$ cat config.mk
export PLATFORM = sky130hd
export DESIGN_NAME = sdr_decoder
export DESIGN_NICKNAME = d
export VERILOG_FILES = /design/src/core/sdr_pkg.sv /design/src/core/sdr_decoder.sv
export SDC_FILE = /design/constraint.sdc
export NUM_CORES = 1
export LEC_CHECK = 0
export BUFFER_PORTS_ARGS = -buffer_cell sky130_fd_sc_hd__buf_2
export CAP_MARGIN = 20
export CORE_AREA = 2 2 90 92
export CTS_BUF_LIST = sky130_fd_sc_hd__clkbuf_4 sky130_fd_sc_hd__clkbuf_8
export CTS_CLUSTER_DIAMETER = 50
export CTS_CLUSTER_SIZE = 30
export DETAILED_ROUTE_END_ITERATION = 6
export DIE_AREA = 0 0 92 94
export PLACE_DENSITY = 0.6
export REMOVE_ABC_BUFFERS = 1
export SLEW_MARGIN = 15
export SYNTH_ARGS = -nofsm -noshare
export SYNTH_HDL_FRONTEND = slang
export SYNTH_SLANG_ARGS = --single-unit
$ cat constraint.sdc
create_clock -name clk -period 1.8 [get_ports clk]
set_input_delay 0.27 -clock clk [delete_from_list [all_inputs] [get_ports clk]]
set_output_delay 0.27 -clock clk [all_outputs]
set_load 0.05 [all_outputs]
$ cat src/core/sdr_pkg.sv
// Constants and types for the SPI diagnosis read-out decoder
package sdr_pkg;
  localparam int          FRAME_BITS  = 16;
  localparam int          CNT_W       = 5;
  localparam logic [4:0]  CNT_FRAME   = 5'h10;
  localparam logic [4:0]  CNT_MAX     = 5'h1f;
  localparam int          CH_PER_GRP  = 8;
  // Control byte nibbles
  localparam logic [3:0]  NIB_LOW     = 4'h0;
  localparam logic [3:0]  NIB_HIGH    = 4'hf;
  localparam logic [3:0]  NIB_READ    = 4'hc;
  localparam logic [3:0]  NIB_ECHO    = 4'ha;
  localparam logic [3:0]  NIB_OR      = 4'h3;
  localparam logic [3:0]  NIB_AND     = 4'hf;
  // Two-bit diagnosis codes per channel
  localparam logic [1:0]  DG_OK       = 2'h3;
  localparam logic [1:0]  DG_OVERLOAD = 2'h2;
  localparam logic [1:0]  DG_OPEN     = 2'h1;
  localparam logic [1:0]  DG_SHORT_GND = 2'h0;
  localparam logic [15:0] WORD_ZERO   = 16'h0000;

  typedef enum logic [2:0] {
    RSP_ZERO    = 3'b000,
    RSP_DIAG_LO = 3'b001,
    RSP_DIAG_HI = 3'b010,
    RSP_RB_LO   = 3'b011,
    RSP_RB_HI   = 3'b100,
    RSP_ECHO    = 3'b101
  } sdr_rsp_t;

  typedef struct packed {
    logic sclk;
    logic cs_n;
    logic si;
  } sdr_pins_t;
endpackage

$ cat src/core/sdr_decoder.sv
// SPI slave decoding diagnosis-only, read-back and echo commands
// What this block does
// - Control byte all low requests full diagnosis of channels 1-8, outputs untouched.
// - Next chip-select period shifts out 16-bit diagnosis word of channels 1-8.
// - Control byte LLLL HHHH requests full diagnosis of channels 9-16.
// - Next chip-select period shifts out 16-bit diagnosis of channels 9-16.
// - Control byte HHLL LLLL requests read-back of inputs plus diagnosis, 1-8.
// - Control byte HHLL HHHH requests read-back of inputs plus diagnosis, 9-16.
// - Read-back answer is eight input states plus one diagnosis bit each.
// - Upper nibble HLHL with lower all low or all high selects echo.
// - During next chip-select period serial input loops straight to serial output.
// - Channel code: HH ok, HL overload, LH open load, LL short to ground.
// - Diagnosis of the group read by a full-diagnosis command is cleared at chip-select fall, groups separate; read-back clears nothing.
// - Unknown control byte is rejected; next period returns all zeros.
// - Echo loop lasts one period only; the period after returns zeros.
`timescale 1ns/100ps
module sdr_decoder (
  // Clock and reset
  input  wire logic        clk,
  input  wire logic        rst_n,
  // SPI pins
  input  wire logic        sclk,
  input  wire logic        cs_n,
  input  wire logic        si,
  output logic             so,
  output logic             so_oe_n,
  // Diagnosis and inputs of the switch
  input  wire logic [15:0] diag_lo,
  input  wire logic [15:0] diag_hi,
  input  wire logic [15:0] par_in,
  // Diagnosis register clear strobes
  output logic             diag_clr_lo,
  output logic             diag_clr_hi,
  // Status
  output logic             echo_active,
  output logic             cmd_reject
);

  sdr_pkg::sdr_pins_t                pins_in;
  sdr_pkg::sdr_pins_t                sync1_reg;
  sdr_pkg::sdr_pins_t                sync2_reg;
  sdr_pkg::sdr_pins_t                sync3_reg;
  sdr_pkg::sdr_pins_t                filt_reg;
  sdr_pkg::sdr_pins_t                filt_next;
  sdr_pkg::sdr_pins_t                filt_d_reg;
  sdr_pkg::sdr_rsp_t                 rsp_reg;
  sdr_pkg::sdr_rsp_t                 rsp_next;
  logic [sdr_pkg::FRAME_BITS-1:0]    rx_reg;
  logic [sdr_pkg::FRAME_BITS-1:0]    tx_reg;
  logic [sdr_pkg::FRAME_BITS-1:0]    tx_load;
  logic [sdr_pkg::CNT_W-1:0]         cnt_reg;
  logic [7:0]                        ok_lo;
  logic [7:0]                        ok_hi;
  logic [3:0]                        nib_hi;
  logic [3:0]                        nib_lo;
  logic                              cs_fall;
  logic                              cs_rise;
  logic                              sclk_rise;
  logic                              sclk_fall;
  logic                              frame_ok;
  logic                              lo_all_l;
  logic                              lo_all_h;

  assign pins_in = '{sclk: sclk, cs_n: cs_n, si: si};

  // Three-stage synchronisers
  always_ff @(posedge clk or negedge rst_n) begin
    if (!rst_n) begin
      sync1_reg <= '{sclk: 1'b0, cs_n: 1'b1, si: 1'b0};
      sync2_reg <= '{sclk: 1'b0, cs_n: 1'b1, si: 1'b0};
      sync3_reg <= '{sclk: 1'b0, cs_n: 1'b1, si: 1'b0};
    end else begin
      sync1_reg <= pins_in;
      sync2_reg <= sync1_reg;
      sync3_reg <= sync2_reg;
    end
  end

  // Accept a level once stages two and three agree
  always_comb begin
    filt_next.sclk = (sync2_reg.sclk == sync3_reg.sclk) ? sync3_reg.sclk : filt_reg.sclk;
    filt_next.cs_n = (sync2_reg.cs_n == sync3_reg.cs_n) ? sync3_reg.cs_n : filt_reg.cs_n;
    filt_next.si   = (sync2_reg.si == sync3_reg.si) ? sync3_reg.si : filt_reg.si;
  end

  always_ff @(posedge clk or negedge rst_n) begin
    if (!rst_n) begin
      filt_reg   <= '{sclk: 1'b0, cs_n: 1'b1, si: 1'b0};
      filt_d_reg <= '{sclk: 1'b0, cs_n: 1'b1, si: 1'b0};
    end else begin
      filt_reg   <= filt_next;
      filt_d_reg <= filt_reg;
    end
  end

  assign cs_fall   = filt_d_reg.cs_n && !filt_reg.cs_n;
  assign cs_rise   = !filt_d_reg.cs_n && filt_reg.cs_n;
  assign sclk_rise = !filt_reg.cs_n && !filt_d_reg.sclk && filt_reg.sclk;
  assign sclk_fall = !filt_reg.cs_n && filt_d_reg.sclk && !filt_reg.sclk;

  // One bit per channel: high means no fault
  always_comb begin
    for (int i = 0; i < sdr_pkg::CH_PER_GRP; i++) begin
      ok_lo[i] = (diag_lo[2*i +: 2] == sdr_pkg::DG_OK);
      ok_hi[i] = (diag_hi[2*i +: 2] == sdr_pkg::DG_OK);
    end
  end

  // Answer word loaded at chip-select fall
  always_comb begin
    unique case (rsp_reg)
      sdr_pkg::RSP_DIAG_LO: tx_load = diag_lo;
      sdr_pkg::RSP_DIAG_HI: tx_load = diag_hi;
      sdr_pkg::RSP_RB_LO:   tx_load = {par_in[7:0], ok_lo};
      sdr_pkg::RSP_RB_HI:   tx_load = {par_in[15:8], ok_hi};
      default:              tx_load = sdr_pkg::WORD_ZERO;
    endcase
  end

  // Receive shift and bit count, MSB first
  always_ff @(posedge clk or negedge rst_n) begin
    if (!rst_n) begin
      rx_reg  <= sdr_pkg::WORD_ZERO;
      cnt_reg <= '0;
    end else if (cs_fall) begin
      rx_reg  <= sdr_pkg::WORD_ZERO;
      cnt_reg <= '0;
    end else if (sclk_rise) begin
      rx_reg  <= {rx_reg[sdr_pkg::FRAME_BITS-2:0], filt_reg.si};
      if (cnt_reg != sdr_pkg::CNT_MAX) begin
        cnt_reg <= cnt_reg + 5'h01;
      end
    end
  end

  assign frame_ok = (cnt_reg == sdr_pkg::CNT_FRAME);
  assign nib_hi   = rx_reg[15:12];
  assign nib_lo   = rx_reg[11:8];
  assign lo_all_l = (nib_lo == sdr_pkg::NIB_LOW);
  assign lo_all_h = (nib_lo == sdr_pkg::NIB_HIGH);

  // Decode of the control byte at chip-select rise; data byte ignored
  always_comb begin
    rsp_next = sdr_pkg::RSP_ZERO;
    if (rsp_reg == sdr_pkg::RSP_ECHO) begin
      rsp_next = sdr_pkg::RSP_ZERO;
    end else if (frame_ok && (lo_all_l || lo_all_h)) begin
      if (nib_hi == sdr_pkg::NIB_LOW) begin
        rsp_next = lo_all_l ? sdr_pkg::RSP_DIAG_LO : sdr_pkg::RSP_DIAG_HI;
      end else if (nib_hi == sdr_pkg::NIB_OR || nib_hi == sdr_pkg::NIB_AND) begin
        rsp_next = lo_all_l ? sdr_pkg::RSP_DIAG_LO : sdr_pkg::RSP_DIAG_HI;
      end else if (nib_hi == sdr_pkg::NIB_READ) begin
        rsp_next = lo_all_l ? sdr_pkg::RSP_RB_LO : sdr_pkg::RSP_RB_HI;
      end else if (nib_hi == sdr_pkg::NIB_ECHO) begin
        rsp_next = sdr_pkg::RSP_ECHO;
      end
    end
  end

  always_ff @(posedge clk or negedge rst_n) begin
    if (!rst_n) begin
      rsp_reg    <= sdr_pkg::RSP_ZERO;
      cmd_reject <= 1'b0;
    end else if (cs_rise) begin
      rsp_reg    <= rsp_next;
      cmd_reject <= (rsp_reg != sdr_pkg::RSP_ECHO) && (rsp_next == sdr_pkg::RSP_ZERO);
    end
  end

  // Echo loop stays closed only while chip select is active
  always_ff @(posedge clk or negedge rst_n) begin
    if (!rst_n) begin
      echo_active <= 1'b0;
    end else if (cs_fall) begin
      echo_active <= (rsp_reg == sdr_pkg::RSP_ECHO);
    end else if (cs_rise) begin
      echo_active <= 1'b0;
    end
  end

  // Transmit shift, new bit on each falling clock edge except in the echo period, where so follows si
  always_ff @(posedge clk or negedge rst_n) begin
    if (!rst_n) begin
      tx_reg <= sdr_pkg::WORD_ZERO;
      so     <= 1'b0;
    end else if (cs_fall) begin
      tx_reg <= tx_load;
      so     <= tx_load[sdr_pkg::FRAME_BITS-1];
    end else if (echo_active) begin
      so     <= filt_reg.si;
    end else if (sclk_fall) begin
      tx_reg <= {tx_reg[sdr_pkg::FRAME_BITS-2:0], 1'b0};
      so     <= tx_reg[sdr_pkg::FRAME_BITS-2];
    end
  end

  always_ff @(posedge clk or negedge rst_n) begin
    if (!rst_n) begin
      so_oe_n <= 1'b1;
    end else begin
      so_oe_n <= filt_reg.cs_n;
    end
  end

  // Clear the group's diagnosis after loading it for a full-diagnosis command, not for read-back
  always_ff @(posedge clk or negedge rst_n) begin
    if (!rst_n) begin
      diag_clr_lo <= 1'b0;
      diag_clr_hi <= 1'b0;
    end else begin
      diag_clr_lo <= cs_fall && (rsp_reg == sdr_pkg::RSP_DIAG_LO);
      diag_clr_hi <= cs_fall && (rsp_reg == sdr_pkg::RSP_DIAG_HI);
    end
  end

  property p_diag_lo;
    @(posedge clk) disable iff (!rst_n)
    cs_fall && rsp_reg == sdr_pkg::RSP_DIAG_LO |=> tx_reg == $past(diag_lo) && so == tx_reg[15];
  endproperty
  a_diag_lo: assert property (p_diag_lo) else $error("low group diagnosis not loaded");

  property p_diag_hi;
    @(posedge clk) disable iff (!rst_n)
    cs_fall && rsp_reg == sdr_pkg::RSP_DIAG_HI |=> tx_reg == $past(diag_hi);
  endproperty
  a_diag_hi: assert property (p_diag_hi) else $error("high group diagnosis not loaded");

  property p_rb_lo;
    @(posedge clk) disable iff (!rst_n)
    cs_fall && rsp_reg == sdr_pkg::RSP_RB_LO |=> tx_reg == {$past(par_in[7:0]), $past(ok_lo)};
  endproperty
  a_rb_lo: assert property (p_rb_lo) else $error("low read-back inputs wrong");

  property p_rb_hi;
    @(posedge clk) disable iff (!rst_n)
    cs_fall && rsp_reg == sdr_pkg::RSP_RB_HI |=> tx_reg == {$past(par_in[15:8]), $past(ok_hi)};
  endproperty
  a_rb_hi: assert property (p_rb_hi) else $error("high read-back word wrong");

  property p_echo_loop;
    @(posedge clk) disable iff (!rst_n)
    echo_active && !cs_rise |=> so == $past(filt_reg.si);
  endproperty
  a_echo_loop: assert property (p_echo_loop) else $error("echo does not follow input");

  property p_echo_once;
    @(posedge clk) disable iff (!rst_n)
    cs_rise && rsp_reg == sdr_pkg::RSP_ECHO |=> rsp_reg == sdr_pkg::RSP_ZERO ##1 !echo_active;
  endproperty
  a_echo_once: assert property (p_echo_once) else $error("echo stayed armed");

  property p_echo_decode;
    @(posedge clk) disable iff (!rst_n)
    cs_rise && frame_ok && nib_hi == sdr_pkg::NIB_ECHO && (lo_all_l || lo_all_h)
      && rsp_reg != sdr_pkg::RSP_ECHO
      |=> rsp_reg == sdr_pkg::RSP_ECHO;
  endproperty
  a_echo_decode: assert property (p_echo_decode) else $error("echo command missed");

  property p_reject;
    @(posedge clk) disable iff (!rst_n)
    cs_rise && !frame_ok |=> rsp_reg == sdr_pkg::RSP_ZERO;
  endproperty
  a_reject: assert property (p_reject) else $error("bad frame not rejected");

  property p_clear;
    @(posedge clk) disable iff (!rst_n)
    cs_fall && rsp_reg == sdr_pkg::RSP_DIAG_HI |=> diag_clr_hi && !diag_clr_lo ##1 !diag_clr_hi;
  endproperty
  a_clear: assert property (p_clear) else $error("diagnosis clear strobe wrong");

endmodule

==> metrics.txt, run 1 <==
clock transition at the registers of the reported paths 70 ps; drc violations 0; vias in the first global route 2430; GRT overflow 0; gpl congestion 0.8141; CTS sink cnt 58; Final Skew 12.69 ps; Vias 2557; Root Driver clkbuf_8; Hold WS 33.53 ps; Starting DRT DRC Count 112; CTS max path bufs 2; max reg flops 16; Rows 32; final hold vios 0; synth unique cells 47; worst hold path type input pin to register; Post-synth EDFFs 0; Worst Setup Start Kind register; Max-cap violations 0; Critical Path AT 1940 ps; antenna violations before repair 0; critical path, cell by cell ha_2 > and3_4 > ha_4 > nor4b_4 > nand4_1 > xor2_1 > nor2_1; Max Freq 577.7 MHz; crit path max fanout 3; I/O pin count 59; final setup violation count 0; Initial Util 39.49%; class of the most critical setup path register to register; Post-Route WL 7124 um; crit end category register; DP Wirelength 5281 um; syn_area_per_cell 9.947 um2; layout cells sized above 1 28.38%; Critical Path RT 2010 ps; #FFs+latches synth 58; Port Buffers 58; first-pass GRT wire length 11670 um; vias per cell 5.338; Die X 92 um; die area 0.008648 mm2; max-slew violation count 0; RSZ-0062 raised after global routing yes; CTS buffer count 9; post-synthesis async set-or-reset flop share 100.0%; Non-Filler Instances 479; PwrDens 820.2 mW/mm2; family with the most delay on the worst path simple AND/OR/NAND/NOR gates; Area growth syn-to-layout 25.16%; diode count 0; TritonCTS clock tree done; worst vdd ir 0.0006053 V; CP max stage cell dfrtp_1; Buf/Inv on CP 0; Seq/Total Area, Yosys 48.52%; Vert. Die Dim 94 um; H-tree Lvls 3; Cell Area, Synth 0.003004 mm2; Core Area 0.007607 mm2; number of fill cells 735; Worst Tran Pin Value 409.4 ps; Initial DRT Pass Iterations 4; synth warn 0; Post-Synthesis Cells 302; Max-slew headroom 72.70%; status completed; gr usage total 17.33%; placed cells 462; period utilisation layout 96.16%; min Tclk post-route 1731 ps; dominant synthesized flop cell dfrtp_1; Crit path largest cell delay 380 ps; Nets 430; Clock Latency Late Sink 340 ps; Pleak 1.609 nW; pin count of the biggest net entering global routing 59; DR WL/cell 14.87 um; Routed Antenna Nets 0
-- layout by cell type (no fill, tap or decap), types with 7 or more instances in the layout --
cell	netlist	layout
a22oi_1	9	9
nand2_1	42	42
dfrtp_1	53	53
nand2b_1	9	9
a21oi_1	25	25
buf_4	1	17
a311oi_1	7	7
buf_2	6	58
nand3_1	10	10
o21ai_0	7	7
inv_1	10	10
mux2i_1	20	20
nor2_1	8	8
clkbuf_8	0	9
a31oi_1	7	7
-- area by class of cell --
type	count	area, um2	area share (%)
tap	102	127.6	3.394
inverter	10	37.54	0.9983
sequential	58	1458	38.77
clock inverter	6	68.82	1.830
timing repair buffer	79	488.0	12.98
clock buffer	10	131.4	3.494
multi-input combinational	214	1449	38.54
-- cells in the mapped netlist, types with 4 or more instances --
library cell	number	area [um2]
dfrtp_1	53	1326
nand2_1	42	157.7
a21oi_1	25	125.1
mux2i_1	20	200.2
clkbuf_1	11	41.29
inv_1	10	37.54
nand3_1	10	50.05
a22oi_1	9	67.56
nand2b_1	9	56.30
nor2_1	8	30.03
a311oi_1	7	61.31
a31oi_1	7	43.79
o21ai_0	7	35.03
buf_2	6	30.03
nor2b_1	6	37.54
o21ai_1	6	30.03
o22ai_1	6	37.54
dfstp_2	5	131.4
ha_1	5	62.56
o21a_1	5	37.54
mux2_1	4	45.04
o221ai_1	4	35.03
o22a_1	4	35.03
xor2_1	4	35.03
-- layer usage --
| layer | GRT usage (%) | part of all wire (%) | wire length, um |
|---|---|---|---|
| met1 | 22.59 | 45 | 3222 |
| met5 | 0 | 0 | 0 |
| met3 | 3.291 | 6.5 | 462 |
| met2 | 28.74 | 47 | 3370 |
| met4 | 6.592 | 0.95 | 68 |
-- path summary, 6_finish.rpt --
check | from | end | slack [ps] | cells after the start
min reg2reg | sync1_reg[0]$_DFF_PN0_ | sync2_reg[0]$_DFF_PN0_ | 350 | 0
max reg2reg | cnt_reg[0]$_DFFE_PN0P_ | cnt_reg[3]$_DFFE_PN0P_ | 70 | 7
min | cs_n | sync1_reg[1]$_DFF_PN1_ | 30 | 1
max | cnt_reg[0]$_DFFE_PN0P_ | cnt_reg[3]$_DFFE_PN0P_ | 70 | 7
min in group asynchronous | rst_n | tx_reg[7]$_DFFE_PN0P_ | 460 | 3
max in group asynchronous | rst_n | sync1_reg[1]$_DFF_PN1_ | 1020 | 3
-- power by group --
group          switching (W)  total [W]  leakage [nW]  internal, W
Combinational       0.000243   0.000445         0.761     0.000202
Sequential         0.0000529    0.00144         0.759      0.00139
Clock               0.000539    0.00120        0.0881     0.000656
Total               0.000835    0.00308          1.61      0.00225
-- logic make-up (layout without fill, tap and decap cells) --
kind of cell / after synthesis / in the layout / share of synthesized area, %
buffers and inverters: 30 / 105 / 4.415
multiplexers: 25 / 25 / 8.538
adder cells (fa/ha/maj): 8 / 8 / 3.082
AND/OR/NAND/NOR: 89 / 89 / 15.08
flip-flops: 58 / 58 / 48.52
XOR/XNOR: 5 / 5 / 1.458
AO/OA/AOI/OAI: 87 / 87 / 18.91
-- repair_timing --
item | in CTS | in global routing
pin swaps | 1 | 3
setup buffers | 0 | 0
endpoints found under the setup margin | 4 | 6
gates resized for setup | 1 | 5
hold buffers | 1 | 0
hold endpoints to repair | 53 | 0
-- stage by stage --
stage	cell area [um2]	worst slack, ps	util (%)	setup TNS (ps)	power (W)
final	3760	69.14	49.42	0	0.003084
after global routing	3760	-66.89	49.42	-70.37	0.003239
after CTS	3734	17.83	49.08	0	0.003123
after detailed placement	3515	-25.05	46.20	-37.44	0.001910
after global placement	3515	20.82	46.20	0	0.001901
after floorplan	2909	-593.6	-	-9086	0.001683
No activity file was read; power rests on OpenSTA's default activity.
==> inputs of run 2 (changes only) <==
--- a/config.mk
+++ b/config.mk
@@ -6,7 +6,6 @@
 export NUM_CORES = 1
 export LEC_CHECK = 0
 export BUFFER_PORTS_ARGS = -buffer_cell sky130_fd_sc_hd__buf_2
-export CAP_MARGIN = 20
 export CORE_AREA = 2 2 90 92
 export CTS_BUF_LIST = sky130_fd_sc_hd__clkbuf_4 sky130_fd_sc_hd__clkbuf_8
 export CTS_CLUSTER_DIAMETER = 50
@@ -14,6 +13,7 @@
 export DETAILED_ROUTE_END_ITERATION = 6
 export DIE_AREA = 0 0 92 94
 export PLACE_DENSITY = 0.6
+export RECOVER_POWER = 25
 export REMOVE_ABC_BUFFERS = 1
 export SLEW_MARGIN = 15
 export SYNTH_ARGS = -nofsm -noshare
==> metrics.txt, run 2 (synthesized netlist as in run 1, its figures left out) <==
status completed; Post-Route WL 7123 um (about the same); Area growth syn-to-layout 24.74%; TritonCTS clock tree done; GRT overflow 0 (unchanged); r2r endpoint cnt_reg[3]$_DFFE_PN0P_; Finished Cell Area 0.003747 mm2 (-0.33%); fin worst setup slack 69.14 ps (unchanged); Critical Path RT 2010 ps (about the same); Vias 2555 (-0.078%); DR WL/cell 14.87 um (about the same); gpl congestion 0.8141 (unchanged); worst vdd ir 0.0006053 V (about the same); clock transition at the registers of the reported paths 70 ps (about the same); flop2flop setup slack 70 ps (about the same); Place WS -25.05 ps (unchanged); diode count 0 (unchanged); crit path max fanout 3 (unchanged); Max-slew headroom 48.34% (-24 points); RR Startpoint cnt_reg[0]$_DFFE_PN0P_; Worst Tran Pin Value 774.9 ps (+365.5 ps); max reg flops 16 (unchanged); Rows 32 (unchanged); gr usage total 17.33% (unchanged); pin count of the biggest net entering global routing 59 (unchanged); final setup violation count 0 (unchanged); I/O pin count 59 (unchanged); Die X 92 um (unchanged); die area 0.008648 mm2 (unchanged); CTS max path bufs 2 (unchanged); Worst Setup Start Kind register; leading cell type in the layout, fill and taps excluded buf_2; drc violations 0 (unchanged); number of fill cells 735 (unchanged); CTS sink cnt 58 (unchanged); crit end category register; Final Skew 12.69 ps (-0.0006000 ps); CP endpoint cnt_reg[3]$_DFFE_PN0P_; instance area at placement 0.003515 mm2 (unchanged); Pleak 1.603 nW (-0.33%); Root Driver clkbuf_8; vias in the first global route 2430 (unchanged); vias per cell 5.334 (about the same); postcts setup bufs 0 (unchanged); Core Area 0.007607 mm2 (unchanged); first-pass GRT wire length 11670 um (unchanged); Max-cap violations 0 (unchanged); layout cells sized above 1 28.12% (-0.27 points); Vert. Die Dim 94 um (unchanged); worst setup path startpoint cnt_reg[0]$_DFFE_PN0P_; FF-to-FF path depth 7 (unchanged); Port Buffers 58 (unchanged); setup TNS 0 ps (unchanged); Routed Antenna Nets 0 (unchanged); RSZ-0062 raised after global routing yes; Clock Latency Late Sink 340 ps (about the same); period utilisation layout 96.16% (unchanged); max-slew violation count 0 (unchanged); PwrDens 821.7 mW/mm2 (+0.18%); worst hold path type input pin to register; Starting DRT DRC Count 112 (unchanged); CTS buffer count 9 (unchanged); Critical Path AT 1940 ps (about the same); Initial Util 39.49% (unchanged); min Tclk post-route 1731 ps (unchanged); final hold vios 0 (unchanged); Max Freq 577.7 MHz (unchanged); leading cell types in the layout, fill and taps excluded buf_2, dfrtp_1, nand2_1; DP Wirelength 5281 um (unchanged); H-tree Lvls 3 (unchanged); class of the most critical setup path register to register; Nets 430 (unchanged); antenna violations before repair 0 (unchanged); Initial DRT Pass Iterations 4 (unchanged)
run 2: changes by cell type in the layout (fill, tap and decap cells not counted), sizes merged:
| cell | delta |
|---|---|
| clkbuf | +1 |
| buf | -1 |
run 2: timing repair:
action                                  4_1_cts  5_1_grt
pin swaps                                     1        3
gates resized for setup                       1        5
endpoints found under the setup margin        4        6
hold endpoints to repair                     53        0
hold buffers                                  1        0
run 2: worst max-delay path: stages (launching register included):
cell and delay, ps:
dfrtp_1 380, ha_2 190, and3_4 180, ha_4 160, nor4b_4 330, nand4_1 150, xor2_1 180, nor2_1 50
run 2: per-stage QoR:
step | hold slack, ps | total power (W) | cells | utilization (%)
floorplan | -25.59 | 0.001683 | 282 | -
global placement | 304.4 | 0.001901 | 462 | 46.20
detailed placement | 297.1 | 0.001910 | 462 | 46.20
CTS | 15.51 | 0.003123 | 479 | 49.08
global route | 15.77 | 0.003235 | 479 | 49.26
finish | 33.59 | 0.003079 | 479 | 49.26
run 2: worst min path at each step:
stage,startpoint,endpoint,slack (ps),depth (start not counted)
finish,cs_n,sync1_reg[1]$_DFF_PN1_,30,1
global route,cs_n,sync1_reg[1]$_DFF_PN1_,20,1
CTS,cs_n,sync1_reg[1]$_DFF_PN1_,20,1
detailed placement,rst_n,tx_reg[7]$_DFFE_PN0P_,300,2
global placement,rst_n,tx_reg[8]$_DFFE_PN0P_,300,2
floorplan,rst_n,cmd_reject$_DFFE_PN0P_,-30,0
run 2: area by class of cell:
cell class	count	area, um2	area share [%]
clock buffers	10	131.4	3.506
flip-flops and latches	58	1458	38.90
clock inverters	6	68.82	1.836
well taps	102	127.6	3.406
repair buffers	79	475.5	12.69
inverters	10	37.54	1.002
multi-input cells	214	1449	38.66
run 2: layer usage:
metal	GRT usage [%]	up-vias	share of wire, %
met5	0	-	0
met4	6.592	0	0.95
met3	3.291	7	6.5
met2	28.74	94	47
met1	22.59	1215	45
li1	-	1239	-
run 2: report_power, final:
part | switching (W) | total [W] | internal, W
combinational | 0.000242 | 0.000441 | 0.000199
clock | 0.000539 | 0.00119 | 0.000656
sequential | 0.0000529 | 0.00144 | 0.00139
total | 0.000834 | 0.00308 | 0.00225
==> inputs of run 3 (changes only) <==
--- a/config.mk
+++ b/config.mk
@@ -6,13 +6,15 @@
 export NUM_CORES = 1
 export LEC_CHECK = 0
 export BUFFER_PORTS_ARGS = -buffer_cell sky130_fd_sc_hd__buf_2
+export CELL_PAD_IN_SITES_DETAIL_PLACEMENT = 1
+export CELL_PAD_IN_SITES_GLOBAL_PLACEMENT = 1
 export CORE_AREA = 2 2 90 92
 export CTS_BUF_LIST = sky130_fd_sc_hd__clkbuf_4 sky130_fd_sc_hd__clkbuf_8
 export CTS_CLUSTER_DIAMETER = 50
 export CTS_CLUSTER_SIZE = 30
 export DETAILED_ROUTE_END_ITERATION = 6
 export DIE_AREA = 0 0 92 94
-export PLACE_DENSITY = 0.6
+export PLACE_DENSITY = 0.76
 export RECOVER_POWER = 25
 export REMOVE_ABC_BUFFERS = 1
 export SLEW_MARGIN = 15
==> metrics.txt, run 3 (synthesized netlist as in run 1, its figures left out) <==
gr usage total 19.87% (+2.5 points); setup TNS -89.70 ps (-89.70 ps); Root Driver clkbuf_8; diode count 0 (unchanged); Nets 429 (-0.23%); min Tclk post-route 1884 ps (+153.0 ps); H-tree Lvls 3 (unchanged); crit end category register; Max Freq 530.8 MHz (-8.1%); Vias 2590 (+1.4%); worst vdd ir 0.0007808 V (+29%); final setup violation count 2 (+2); CP max stage cell dfrtp_1; Max-cap violations 0 (unchanged); Clock Latency Late Sink 340 ps (about the same); class of the most critical setup path register to register; Worst Tran Pin Value 1039 ps (+264.3 ps); max reg flops 16 (unchanged); status finished, violations left; critical path, cell by cell ha_2 > and3_4 > ha_4 > nor4b_4 > nand4_1 > xor2_1 > nor2_1; Vert. Die Dim 94 um (unchanged); family with the most delay on the worst path simple AND/OR/NAND/NOR gates; Critical Path RT 2010 ps (about the same); layout cells sized above 1 28.72% (+0.61 points); CTS sink cnt 58 (unchanged); Starting DRT DRC Count 101 (-9.8%); leading cell types in the layout, fill and taps excluded buf_2, dfrtp_1, nand2_1; final hold vios 0 (unchanged); period utilisation layout 104.7% (+8.5 points); DP Wirelength 6088 um (+15%); Hold WS 28.69 ps (-4.897 ps); gpl congestion 0.8242 (+1.2%); number of fill cells 901 (+23%); Final Skew 5.691 ps (-7.001 ps); RSZ-0062 raised after global routing yes; first-pass GRT wire length 13480 um (+15%); Worst Setup Start Kind register; crit path max fanout 3 (unchanged); leading cell type in the layout, fill and taps excluded buf_2; clock transition at the registers of the reported paths 60 ps (about the same); Initial Util 39.49% (unchanged); Max-slew headroom 30.72% (-18 points); Crit path largest cell delay 390 ps (about the same); Routed Antenna Nets 0 (unchanged); PwrDens 861.5 mW/mm2 (+4.9%); CTS max path bufs 2 (unchanged); Area growth syn-to-layout 25.53%; Buf/Inv on CP 0 (unchanged); I/O pin count 59 (unchanged); pin count of the biggest net entering global routing 43 (-27%); DR WL/cell 17.50 um (+18%); Pleak 1.622 nW (+1.2%); worst hold path type input pin to register; die area 0.008648 mm2 (unchanged); flop2flop setup slack -80 ps (-150 ps); GRT overflow 0 (unchanged); TritonCTS clock tree done; Core Area 0.007607 mm2 (unchanged); CTS buffer count 9 (unchanged); vias per cell 5.418 (+1.6%); Initial DRT Pass Iterations 4 (unchanged); Critical Path AT 2100 ps (+160 ps); drc violations 0 (unchanged); max-slew violation count 0 (unchanged); Rows 32 (unchanged); Port Buffers 58 (unchanged); failing checks negative setup slack; vias in the first global route 2730 (+12%); Die X 92 um (unchanged); fin worst setup slack -83.87 ps (-153.0 ps); antenna violations before repair 0 (unchanged); Post-Route WL 8365 um (+17%)
-- run 3: through the flow --
stage / worst slack (ps) / cells / utilization [%] / instance area, um2 / total power (W)
6_report: -83.87 / 478 / 49.57 / 3771 / 0.003249
5_1_grt: -171.0 / 478 / 49.57 / 3771 / 0.003401
4_1_cts: 14.88 / 476 / 48.82 / 3714 / 0.003260
3_5_place_dp: -141.7 / 459 / 45.58 / 3467 / 0.001907
3_3_place_gp: 19.57 / 459 / 45.58 / 3467 / 0.001885
2_1_floorplan: -593.6 / 282 / - / 2909 / 0.001683
-- run 3: report_power, final --
group          leakage, nW  switching, W  total, W  internal (W)
clock                0.113      0.000504   0.00133      0.000827
combinational        0.750      0.000257  0.000468      0.000211
sequential           0.759     0.0000584   0.00145       0.00139
-- run 3: cell type report --
type | instances | area (um2) | share of cell area, %
well taps | 102 | 127.6 | 3.384
inverters | 10 | 37.54 | 0.9954
multi-input cells | 214 | 1468 | 38.92
flip-flops and latches | 58 | 1458 | 38.65
clock buffers | 11 | 145.1 | 3.849
clock inverters | 5 | 77.57 | 2.057
repair buffers | 78 | 457.9 | 12.14
-- run 3: routing by layer --
layer  vias up  global-route usage (%)  routed length [um]
li1       1231                       -                   -
met1      1272                   24.11                3518
met2        76                   34.56                4264
met3        11                   4.655                 459
met4         0                   7.214                 123
met5         -                       0                   0
-- run 3: repair_timing --
item | CTS | global route
pin swaps | 1 | 5
hold buffers | 1 | 0
endpoints found under the setup margin | 6 | 9
endpoints found under the hold margin | 16 | 0
setup buffers | 0 | 3
gates resized for setup | 3 | 8
-- run 3: path summary, 6_finish.rpt --
path / from / endpoint / depth (start not counted)
worst max-delay path: cnt_reg[0]$_DFFE_PN0P_ / cnt_reg[3]$_DFFE_PN0P_ / 7
worst min-delay path: cs_n / sync1_reg[1]$_DFF_PN1_ / 1
worst max register to register: cnt_reg[0]$_DFFE_PN0P_ / cnt_reg[3]$_DFFE_PN0P_ / 7
worst min register to register: sync1_reg[0]$_DFF_PN0_ / sync2_reg[0]$_DFF_PN0_ / 0
max in group asynchronous: rst_n / sync2_reg[1]$_DFF_PN1_ / 3
min in group asynchronous: rst_n / tx_reg[9]$_DFFE_PN0P_ / 2
